## config.mk

```make
export PLATFORM = sky130hd
export DESIGN_NAME = bfc_flow_ctrl
export DESIGN_NICKNAME = d
export VERILOG_FILES = /design/src/bfc_pkg.sv /design/src/bfc_flow_ctrl.sv
export SDC_FILE = /design/constraint.sdc
export NUM_CORES = 1
export LEC_CHECK = 0
export ABC_AREA = 1
export BUFFER_PORTS_ARGS = -buffer_cell sky130_fd_sc_hd__clkbuf_2
export CAP_MARGIN = 20
export CELL_PAD_IN_SITES_DETAIL_PLACEMENT = 1
export CELL_PAD_IN_SITES_GLOBAL_PLACEMENT = 1
export CORE_MARGIN = 4
export CORE_UTILIZATION = 46
export DETAILED_ROUTE_END_ITERATION = 16
export GPL_ROUTABILITY_DRIVEN = 1
export PLACE_DENSITY_LB_ADDON = 0.1
export RECOVER_POWER = 50
export SYNTH_ARGS = -nofsm -noshare
export SYNTH_HDL_FRONTEND = slang
export SYNTH_SLANG_ARGS = --single-unit
```

## constraint.sdc

```tcl
create_clock -name clk -period 14.1 [get_ports clk]
set_input_delay 2.115 -clock clk [delete_from_list [all_inputs] [get_ports clk]]
set_output_delay 2.115 -clock clk [all_outputs]
set_load 0.02 [all_outputs]
```

## src/bfc_pkg.sv

```systemverilog
// Shared constants and types for the buffer flow control block.
package bfc_pkg;

  localparam int          NPORT        = 16;
  localparam int          PW           = 4;
  localparam int          CW           = 16;

  // Register byte offsets on the APB bus.
  localparam logic [7:0]  OFF_CTRL     = 8'h00;
  localparam logic [7:0]  OFF_THRESH   = 8'h04;
  localparam logic [7:0]  OFF_SPEED    = 8'h08;
  localparam logic [7:0]  OFF_DUPLEX   = 8'h0c;
  localparam logic [7:0]  OFF_BP_EN    = 8'h10;
  localparam logic [7:0]  OFF_BUF_BLK  = 8'h14;
  localparam logic [7:0]  OFF_STATUS   = 8'h18;
  localparam logic [7:0]  OFF_MAX_WAIT = 8'h1c;
  localparam logic [7:0]  OFF_PAUSE    = 8'h20;

  // Field positions.
  localparam int          CTRL_FC_EN   = 0;
  localparam int          THR_LO_POS   = 0;
  localparam int          THR_HI_POS   = 16;
  localparam int          STAT_CONG    = 16;
  localparam int          STAT_PERM    = 17;

  // Values after reset.
  localparam logic [31:0] RST_CTRL     = 32'h0000_0000;
  localparam logic [31:0] RST_THRESH   = 32'h0000_0000;
  localparam logic [15:0] RST_SPEED    = 16'hffff;
  localparam logic [15:0] RST_DUPLEX   = 16'hffff;
  localparam logic [15:0] RST_BP_EN    = 16'h0000;
  localparam logic [15:0] RST_BUF_BLK  = 16'h0000;

  // Slot time arithmetic: one buffer block drains in this many slots.
  localparam int          BLOCK_BYTES  = 1536;
  localparam int          SLOT_BITS    = 512;
  localparam int          SLOTS_PER_BLK = BLOCK_BYTES * 8 / SLOT_BITS;
  localparam int          SPEED_RATIO  = 10;

  // MAC control frame fields for a pause request.
  localparam logic [15:0] CTL_ETHTYPE  = 16'h8808;
  localparam logic [15:0] PAUSE_OPCODE = 16'h0001;
  localparam logic [15:0] PAUSE_MAX    = 16'hffff;
  localparam logic [15:0] PAUSE_ZERO   = 16'h0000;

  typedef enum logic [2:0] {
    ST_IDLE   = 3'b001,
    ST_CONG   = 3'b010,
    ST_RESUME = 3'b100
  } bfc_state_t;

endpackage

```

## src/bfc_flow_ctrl.sv

```systemverilog
// Switch-wide buffer flow control with APB configuration registers.
`timescale 1ns/1ps
module bfc_flow_ctrl
  import bfc_pkg::*;
(
  // Clock and reset.
  input  wire logic             clk,
  input  wire logic             rst_n,
  // APB slave.
  input  wire logic             psel,
  input  wire logic             penable,
  input  wire logic             pwrite,
  input  wire logic [7:0]       paddr,
  input  wire logic [31:0]      pwdata,
  output logic                  pready,
  output logic                  pslverr,
  output logic [31:0]           prdata,
  // Buffer manager state.
  input  wire logic [CW-1:0]    free_blocks,
  input  wire logic             perm_exhausted,
  // Queue requests from input control.
  input  wire logic             qreq_valid,
  input  wire logic [PW-1:0]    qreq_src,
  input  wire logic [PW-1:0]    qreq_dst,
  // Requests to the port MACs.
  output logic                  pause_valid,
  output logic [PW-1:0]         pause_port,
  output logic [15:0]           pause_time,
  output logic [15:0]           pause_ethtype,
  output logic [15:0]           pause_opcode,
  output logic                  jam_valid,
  output logic [PW-1:0]         jam_port,
  output logic                  drop_valid,
  output logic [NPORT-1:0]      fc_on
);

  logic [31:0]      ctrl;
  logic [31:0]      flow_threshold_config;
  logic [NPORT-1:0] speed;
  logic [NPORT-1:0] duplex;
  logic [NPORT-1:0] bp_en;
  logic [CW-1:0]    buf_blocks;
  bfc_state_t       st;
  bfc_state_t       next_st;
  logic [NPORT-1:0] paused;
  logic [CW-1:0]    used;
  logic             over_hi;
  logic             under_lo;
  logic             slow_any;
  logic [31:0]      max_wait;
  logic [15:0]      req_pause;
  logic             wr_en;
  logic             rd_setup;
  logic             addr_ok;
  logic             err_q;
  logic [31:0]      rd_mux;

  // Wait in slot times of a port for a given block count; a fast port
  // waits ten times as many of its own slots when a slow port exists.
  function automatic logic [31:0] wait_slots(input logic [CW-1:0] blk,
                                             input logic fast_vs_slow);
    logic [31:0] s;
    s = 32'(blk) * 32'(SLOTS_PER_BLK);
    if (fast_vs_slow) begin
      s = s * 32'(SPEED_RATIO);
    end
    return s;
  endfunction

  // Half of the congestion wait, clipped to the 16-bit pause field.
  function automatic logic [15:0] pause_of(input logic [31:0] w);
    logic [31:0] h;
    h = w >> 1;
    if (h > 32'(PAUSE_MAX)) begin
      return PAUSE_MAX;
    end
    return h[15:0];
  endfunction

  function automatic logic [PW-1:0] lowest_set(input logic [NPORT-1:0] m);
    logic [PW-1:0] r;
    r = '0;
    for (int i = NPORT - 1; i >= 0; i--) begin
      if (m[i]) begin
        r = PW'(i);
      end
    end
    return r;
  endfunction

  // Shared buffer use in blocks; a free count above size reads as idle.
  assign used     = (free_blocks > buf_blocks) ? '0 : buf_blocks - free_blocks;
  assign over_hi  = used > flow_threshold_config[THR_HI_POS +: 16];
  assign under_lo = used < flow_threshold_config[THR_LO_POS +: 16];
  assign slow_any = ~&speed;
  assign max_wait = wait_slots(buf_blocks, 1'b0);
  // Congestion factor is the wait for blocks in use now.
  assign req_pause = pause_of(wait_slots(used,
                              slow_any & speed[qreq_src]));

  // APB: zero wait states, read data captured in the setup cycle.
  assign pready   = 1'b1;
  assign wr_en    = psel & penable & pwrite;
  assign rd_setup = psel & ~penable;
  assign pslverr  = psel & penable & err_q;

  always_comb begin
    addr_ok = 1'b1;
    rd_mux  = 32'h0000_0000;
    if (paddr == OFF_CTRL) begin
      rd_mux = ctrl;
    end else if (paddr == OFF_THRESH) begin
      rd_mux = flow_threshold_config;
    end else if (paddr == OFF_SPEED) begin
      rd_mux = {16'h0000, speed};
    end else if (paddr == OFF_DUPLEX) begin
      rd_mux = {16'h0000, duplex};
    end else if (paddr == OFF_BP_EN) begin
      rd_mux = {16'h0000, bp_en};
    end else if (paddr == OFF_BUF_BLK) begin
      rd_mux = {16'h0000, buf_blocks};
    end else if (paddr == OFF_STATUS) begin
      rd_mux = {14'h0000, perm_exhausted, st == ST_CONG, fc_on};
    end else if (paddr == OFF_MAX_WAIT) begin
      rd_mux = max_wait;
    end else if (paddr == OFF_PAUSE) begin
      rd_mux = {16'h0000, pause_of(wait_slots(used, slow_any))};
    end else begin
      addr_ok = 1'b0;
    end
  end

  always_ff @(posedge clk or negedge rst_n) begin
    if (!rst_n) begin
      prdata <= 32'h0000_0000;
      err_q  <= 1'b0;
    end else if (rd_setup) begin
      prdata <= pwrite ? 32'h0000_0000 : rd_mux;
      err_q  <= ~addr_ok;
    end
  end

  // Configuration registers; read-only offsets ignore writes.
  always_ff @(posedge clk or negedge rst_n) begin
    if (!rst_n) begin
      ctrl                  <= RST_CTRL;
      flow_threshold_config <= RST_THRESH;
      speed                 <= RST_SPEED;
      duplex                <= RST_DUPLEX;
      bp_en                 <= RST_BP_EN;
      buf_blocks            <= RST_BUF_BLK;
    end else if (wr_en) begin
      if (paddr == OFF_CTRL) begin
        ctrl <= {31'h0000_0000, pwdata[CTRL_FC_EN]};
      end else if (paddr == OFF_THRESH) begin
        flow_threshold_config <= pwdata;
      end else if (paddr == OFF_SPEED) begin
        speed <= pwdata[15:0];
      end else if (paddr == OFF_DUPLEX) begin
        duplex <= pwdata[15:0];
      end else if (paddr == OFF_BP_EN) begin
        bp_en <= pwdata[15:0];
      end else if (paddr == OFF_BUF_BLK) begin
        buf_blocks <= pwdata[15:0];
      end
    end
  end

  // Congestion state with hysteresis between the two thresholds.
  always_comb begin
    next_st = st;
    case (st)
      ST_IDLE: begin
        if (over_hi && perm_exhausted) begin
          next_st = ST_CONG;
        end
      end
      ST_CONG: begin
        if (under_lo) begin
          next_st = ST_RESUME;
        end
      end
      ST_RESUME: begin
        if (paused == '0 || (paused & ~(NPORT'(1) << lowest_set(paused)))
            == '0) begin
          next_st = ST_IDLE;
        end
      end
      default: begin
        next_st = ST_IDLE;
      end
    endcase
  end

  always_ff @(posedge clk or negedge rst_n) begin
    if (!rst_n) begin
      st <= ST_IDLE;
    end else begin
      st <= next_st;
    end
  end

  // Every output port is flowed while the switch is congested and at least one block is in use.
  always_ff @(posedge clk or negedge rst_n) begin
    if (!rst_n) begin
      fc_on <= '0;
    end else begin
      fc_on <= {NPORT{next_st == ST_CONG && used != '0}};
    end
  end

  // Queue request decisions and resume pauses.
  always_ff @(posedge clk or negedge rst_n) begin
    if (!rst_n) begin
      pause_valid <= 1'b0;
      pause_port  <= '0;
      pause_time  <= 16'h0000;
      jam_valid   <= 1'b0;
      jam_port    <= '0;
      drop_valid  <= 1'b0;
      paused      <= '0;
    end else begin
      pause_valid <= 1'b0;
      jam_valid   <= 1'b0;
      drop_valid  <= 1'b0;
      if (st == ST_RESUME) begin
        if (paused != '0) begin
          pause_valid <= 1'b1;
          pause_port  <= lowest_set(paused);
          pause_time  <= PAUSE_ZERO;
          paused[lowest_set(paused)] <= 1'b0;
        end
      end else if (qreq_valid && fc_on[qreq_dst]) begin
        if (duplex[qreq_src]) begin
          if (ctrl[CTRL_FC_EN]) begin
            pause_valid <= 1'b1;
            pause_port  <= qreq_src;
            pause_time  <= req_pause;
            paused[qreq_src] <= 1'b1;
          end else begin
            drop_valid <= free_blocks == '0;
          end
        end else if (bp_en[qreq_src]) begin
          jam_valid <= 1'b1;
          jam_port  <= qreq_src;
        end else begin
          drop_valid <= 1'b1;
        end
      end else if (qreq_valid && free_blocks == '0) begin
        drop_valid <= 1'b1;
      end
    end
  end

  // Fixed MAC control fields travel with every pause request.
  always_ff @(posedge clk or negedge rst_n) begin
    if (!rst_n) begin
      pause_ethtype <= 16'h0000;
      pause_opcode  <= 16'h0000;
    end else begin
      pause_ethtype <= CTL_ETHTYPE;
      pause_opcode  <= PAUSE_OPCODE;
    end
  end
endmodule

```

==> run metrics <==
Max Clock Freq approximately 100 MHz; full die area about 33000 um^2; CP required 13.95 ns; VDD IR max 89.2 uV; Critical Path Start Type input port; Slew HR -144%; Clock Tree Root clkbuf_16; final worst path period share 68.5%; final slew viol count between 150 and 200; area of the multi-input gates 7790 um^2; register area around 4500 um^2; Final Skew approximately 0.016 ns; vias in the first global route between 10000 and 15000; vias around 14000; power share of the clock group 43.5%; # hold bufs at CTS 0; ratio of cells with drive above 1 in the final layout a little over a tenth; IO buf count ~150; Yosys top cell by area dfrtp_1; clock sinks 177; maxcap violations 3; Starting DRT DRC Count ~960; Antenna Cells 0; EDFF count, synth 0; sequential power share 46.4%; Slew @ Worst Pin about 3.7 ns; row cnt 62; largest net degree at the start of global routing 65; final design utilization 51.8%; drt via density ~5.6; NumNets Final 2184; setup violators final 0; Post-synth top cells nand2_1, inv_1, o21ai_0, dfrtp_1, a21oi_1; asr flop ratio synth 100%; Avg Cell Area, Syn between 7 and 8 um^2; register area share after synthesis roughly a third; top-count cell post-synth nand2_1; CP Class in -> async; Synth area leaders dfrtp_1, nand2_1, ha_1; PwrDens between 70 and 80 nW/um^2; residual DRC count 0; worst hold path class reg -> reg; first-pass GRT wire length 76500 um; Leak a little under 8 nW; fillers 3840; Distinct cells, synth 58; post-synth top area share a little over a quarter; Worst-Skew Late Latency roughly 0.46 ns; Synthesis Warnings 0; Total GRT Usage about 29%; Comb pwr share between 10% and 20%; critical path arrival 9.51 ns; clk buf depth 2; dpl hpwl approximately 38000 um; core area 29000 um^2; P&R area growth vs syn 10.0%; sw power roughly 0.00033 W; GRT overflow 0; drt wl/cell 20.1 um; Initial Utilization between 40% and 50%; Setup Fix Bufs, Post-CTS 0; Synth Flop Type dfrtp_1; CP endpoint kind asynchronous set/reset pin; cell-internal power between 0.0007 and 0.0008 W; Clk pin slew, worst setup/hold paths 0.07 ns; Tmin final between 9 and 10 ns; Post-Syn Area roughly 14000 um^2; switching portion of total power between 20 and 30%; failing checks capacitance limit, slew limit; TritonCTS clock tree built; CP Max Fanout 64; die span in y around 180 um; routed wire length 48300 um; io pins between 150 and 200; final hold vios 0; H-tree Lvls 4; count of antenna-violating nets left after detailed routing 0; die width roughly 180 um; RSZ-0062 raised after global routing false; initial antenna violation count 0; # resized after CTS 0; setup_tns 0 ns; DR pass1 iterations 5; Mapped Cells 1891; synthesized flop and latch total 177; CTS buffer count 17; GPL Wtd Cong approximately 0.94; run status finished with violations
==> state kept, by name (all words and copies together), names as in the netlist <==
| name | count |
|---|---|
| bp_en | 16 |
| ctrl | 1 |
| prdata | 32 |
| duplex | 16 |
| pause_ethtype | 1 |
| paused | 16 |
| pause_valid | 1 |
| buf_blocks | 16 |
| flow_threshold_config | 32 |
| jam_valid | 1 |
| speed | 16 |
| pause_port | 4 |
| jam_port | 4 |
| fc_on | 1 |
| drop_valid | 1 |
| pause_time | 15 |
| err_q | 1 |
| st | 3 |
==> cell type report <==
| cell class | instances | share of cell area, % |
|---|---|---|
| Clock buffer | 18 | 3.00 |
| Clock inverter | 14 | 0.908 |
| Inverter | 255 | 6.37 |
| Multi-Input combinational cell | 1393 | 51.9 |
| Sequential cell | 177 | 29.8 |
| Tap cell | 384 | 3.20 |
| Timing Repair Buffer | 161 | 4.91 |
==> power by group through the flow <==
| stage | combinational [W] | clock (W) | sequential [W] |
|---|---|---|---|
| final | 0.000114 | 0.000488 | 0.000520 |
| after global routing | 0.000126 | 0.000518 | 0.000521 |
| after CTS | 0.000114 | 0.000493 | 0.000520 |
| after detailed placement | 0.000113 | 0 | 0.000530 |
| after global placement | 0.000110 | 0 | 0.000529 |
| after floorplan | 0.0000689 | 0 | 0.000529 |
==> critical path, cell delays in order <==
cell	delay (ns)
clkbuf_1	2.52
clkbuf_1	2.31
clkbuf_1	2.38
==> cells in the final DEF (no fill, tap or decap), types with 7 or more instances in the layout <==
master     instances
buf_4             11
dfstp_2           33
nor2_1           133
xnor2_1           14
o31ai_1            7
ha_1             105
o21ai_1           12
a22oi_1           21
clkbuf_2          65
inv_1            246
o21a_1            12
o21ai_0          165
dfrtp_1          144
a21o_1             7
xor2_1            23
o22ai_1           14
nand3_1           51
nand4_1           25
nand2_2           17
a21oi_1          142
a31oi_1           21
or2_2              8
nor4_1             9
clkbuf_16         18
nor3_1            32
clkbuf_1          84
nand2_1          460
o211ai_1           7
nand2_4           10
conb_1            30
==> metal layers <==
metal | track usage, % | vias up | wire length, um
met2 | 48.4 | 423 | 22700
met4 | 8.32 | 0 | 1360
li1 | - | 6406 | -
met1 | 40.7 | 6619 | 21700
met5 | 0 | - | 0
met3 | 3.67 | 70 | 2530
==> worst paths after layout <==
path	endpoint	startpoint	slack, ns	cells past startpoint
setup / recovery	prdata[22]$_DFFE_PN0P_	rst_n	4.44	3
hold / removal	prdata[14]$_DFFE_PN0P_	prdata[14]$_DFFE_PN0P_	0.49	2
setup reg to reg	prdata[1]$_DFFE_PN0P_	buf_blocks[0]$_DFFE_PN0P_	6.15	43
hold reg to reg	prdata[14]$_DFFE_PN0P_	prdata[14]$_DFFE_PN0P_	0.49	2
max in group clk	prdata[1]$_DFFE_PN0P_	free_blocks[0]	4.97	43
min in group asynchronous	pause_time[13]$_DFFE_PN0P_	rst_n	2.89	1
==> cell families (layout without fill, tap and decap cells) <==
family / count (synthesis) / after routing / share of synthesized area (%)
buffers and inverters: 349 / 448 / 11.1
adders and majority gates: 108 / 108 / 10.1
DFF: 177 / 177 / 32.7
xor gates and xnor gates: 40 / 40 / 2.73
other: 2 / 30 / 0.0550
and+or+nand+nor: 772 / 772 / 24.8
AOI/OAI and AO/OA: 441 / 441 / 18.4
muxes: 2 / 2 / 0.165
==> metrics by stage <==
step	std cells	total power [W]	area, um^2	setup WS [ns]	hold slack, ns
6_report	2402	0.00112	15000	4.44	0.489
3_3_place_gp	2369	0.000639	14500	4.93	0.465
2_1_floorplan	1919	0.000598	13800	6.72	0.453
4_1_cts	2401	0.00113	15100	5.08	0.492
3_5_place_dp	2369	0.000643	14500	4.67	0.473
5_1_grt	2402	0.00116	15000	2.81	0.506
Power figures use the tool's default switching activity.
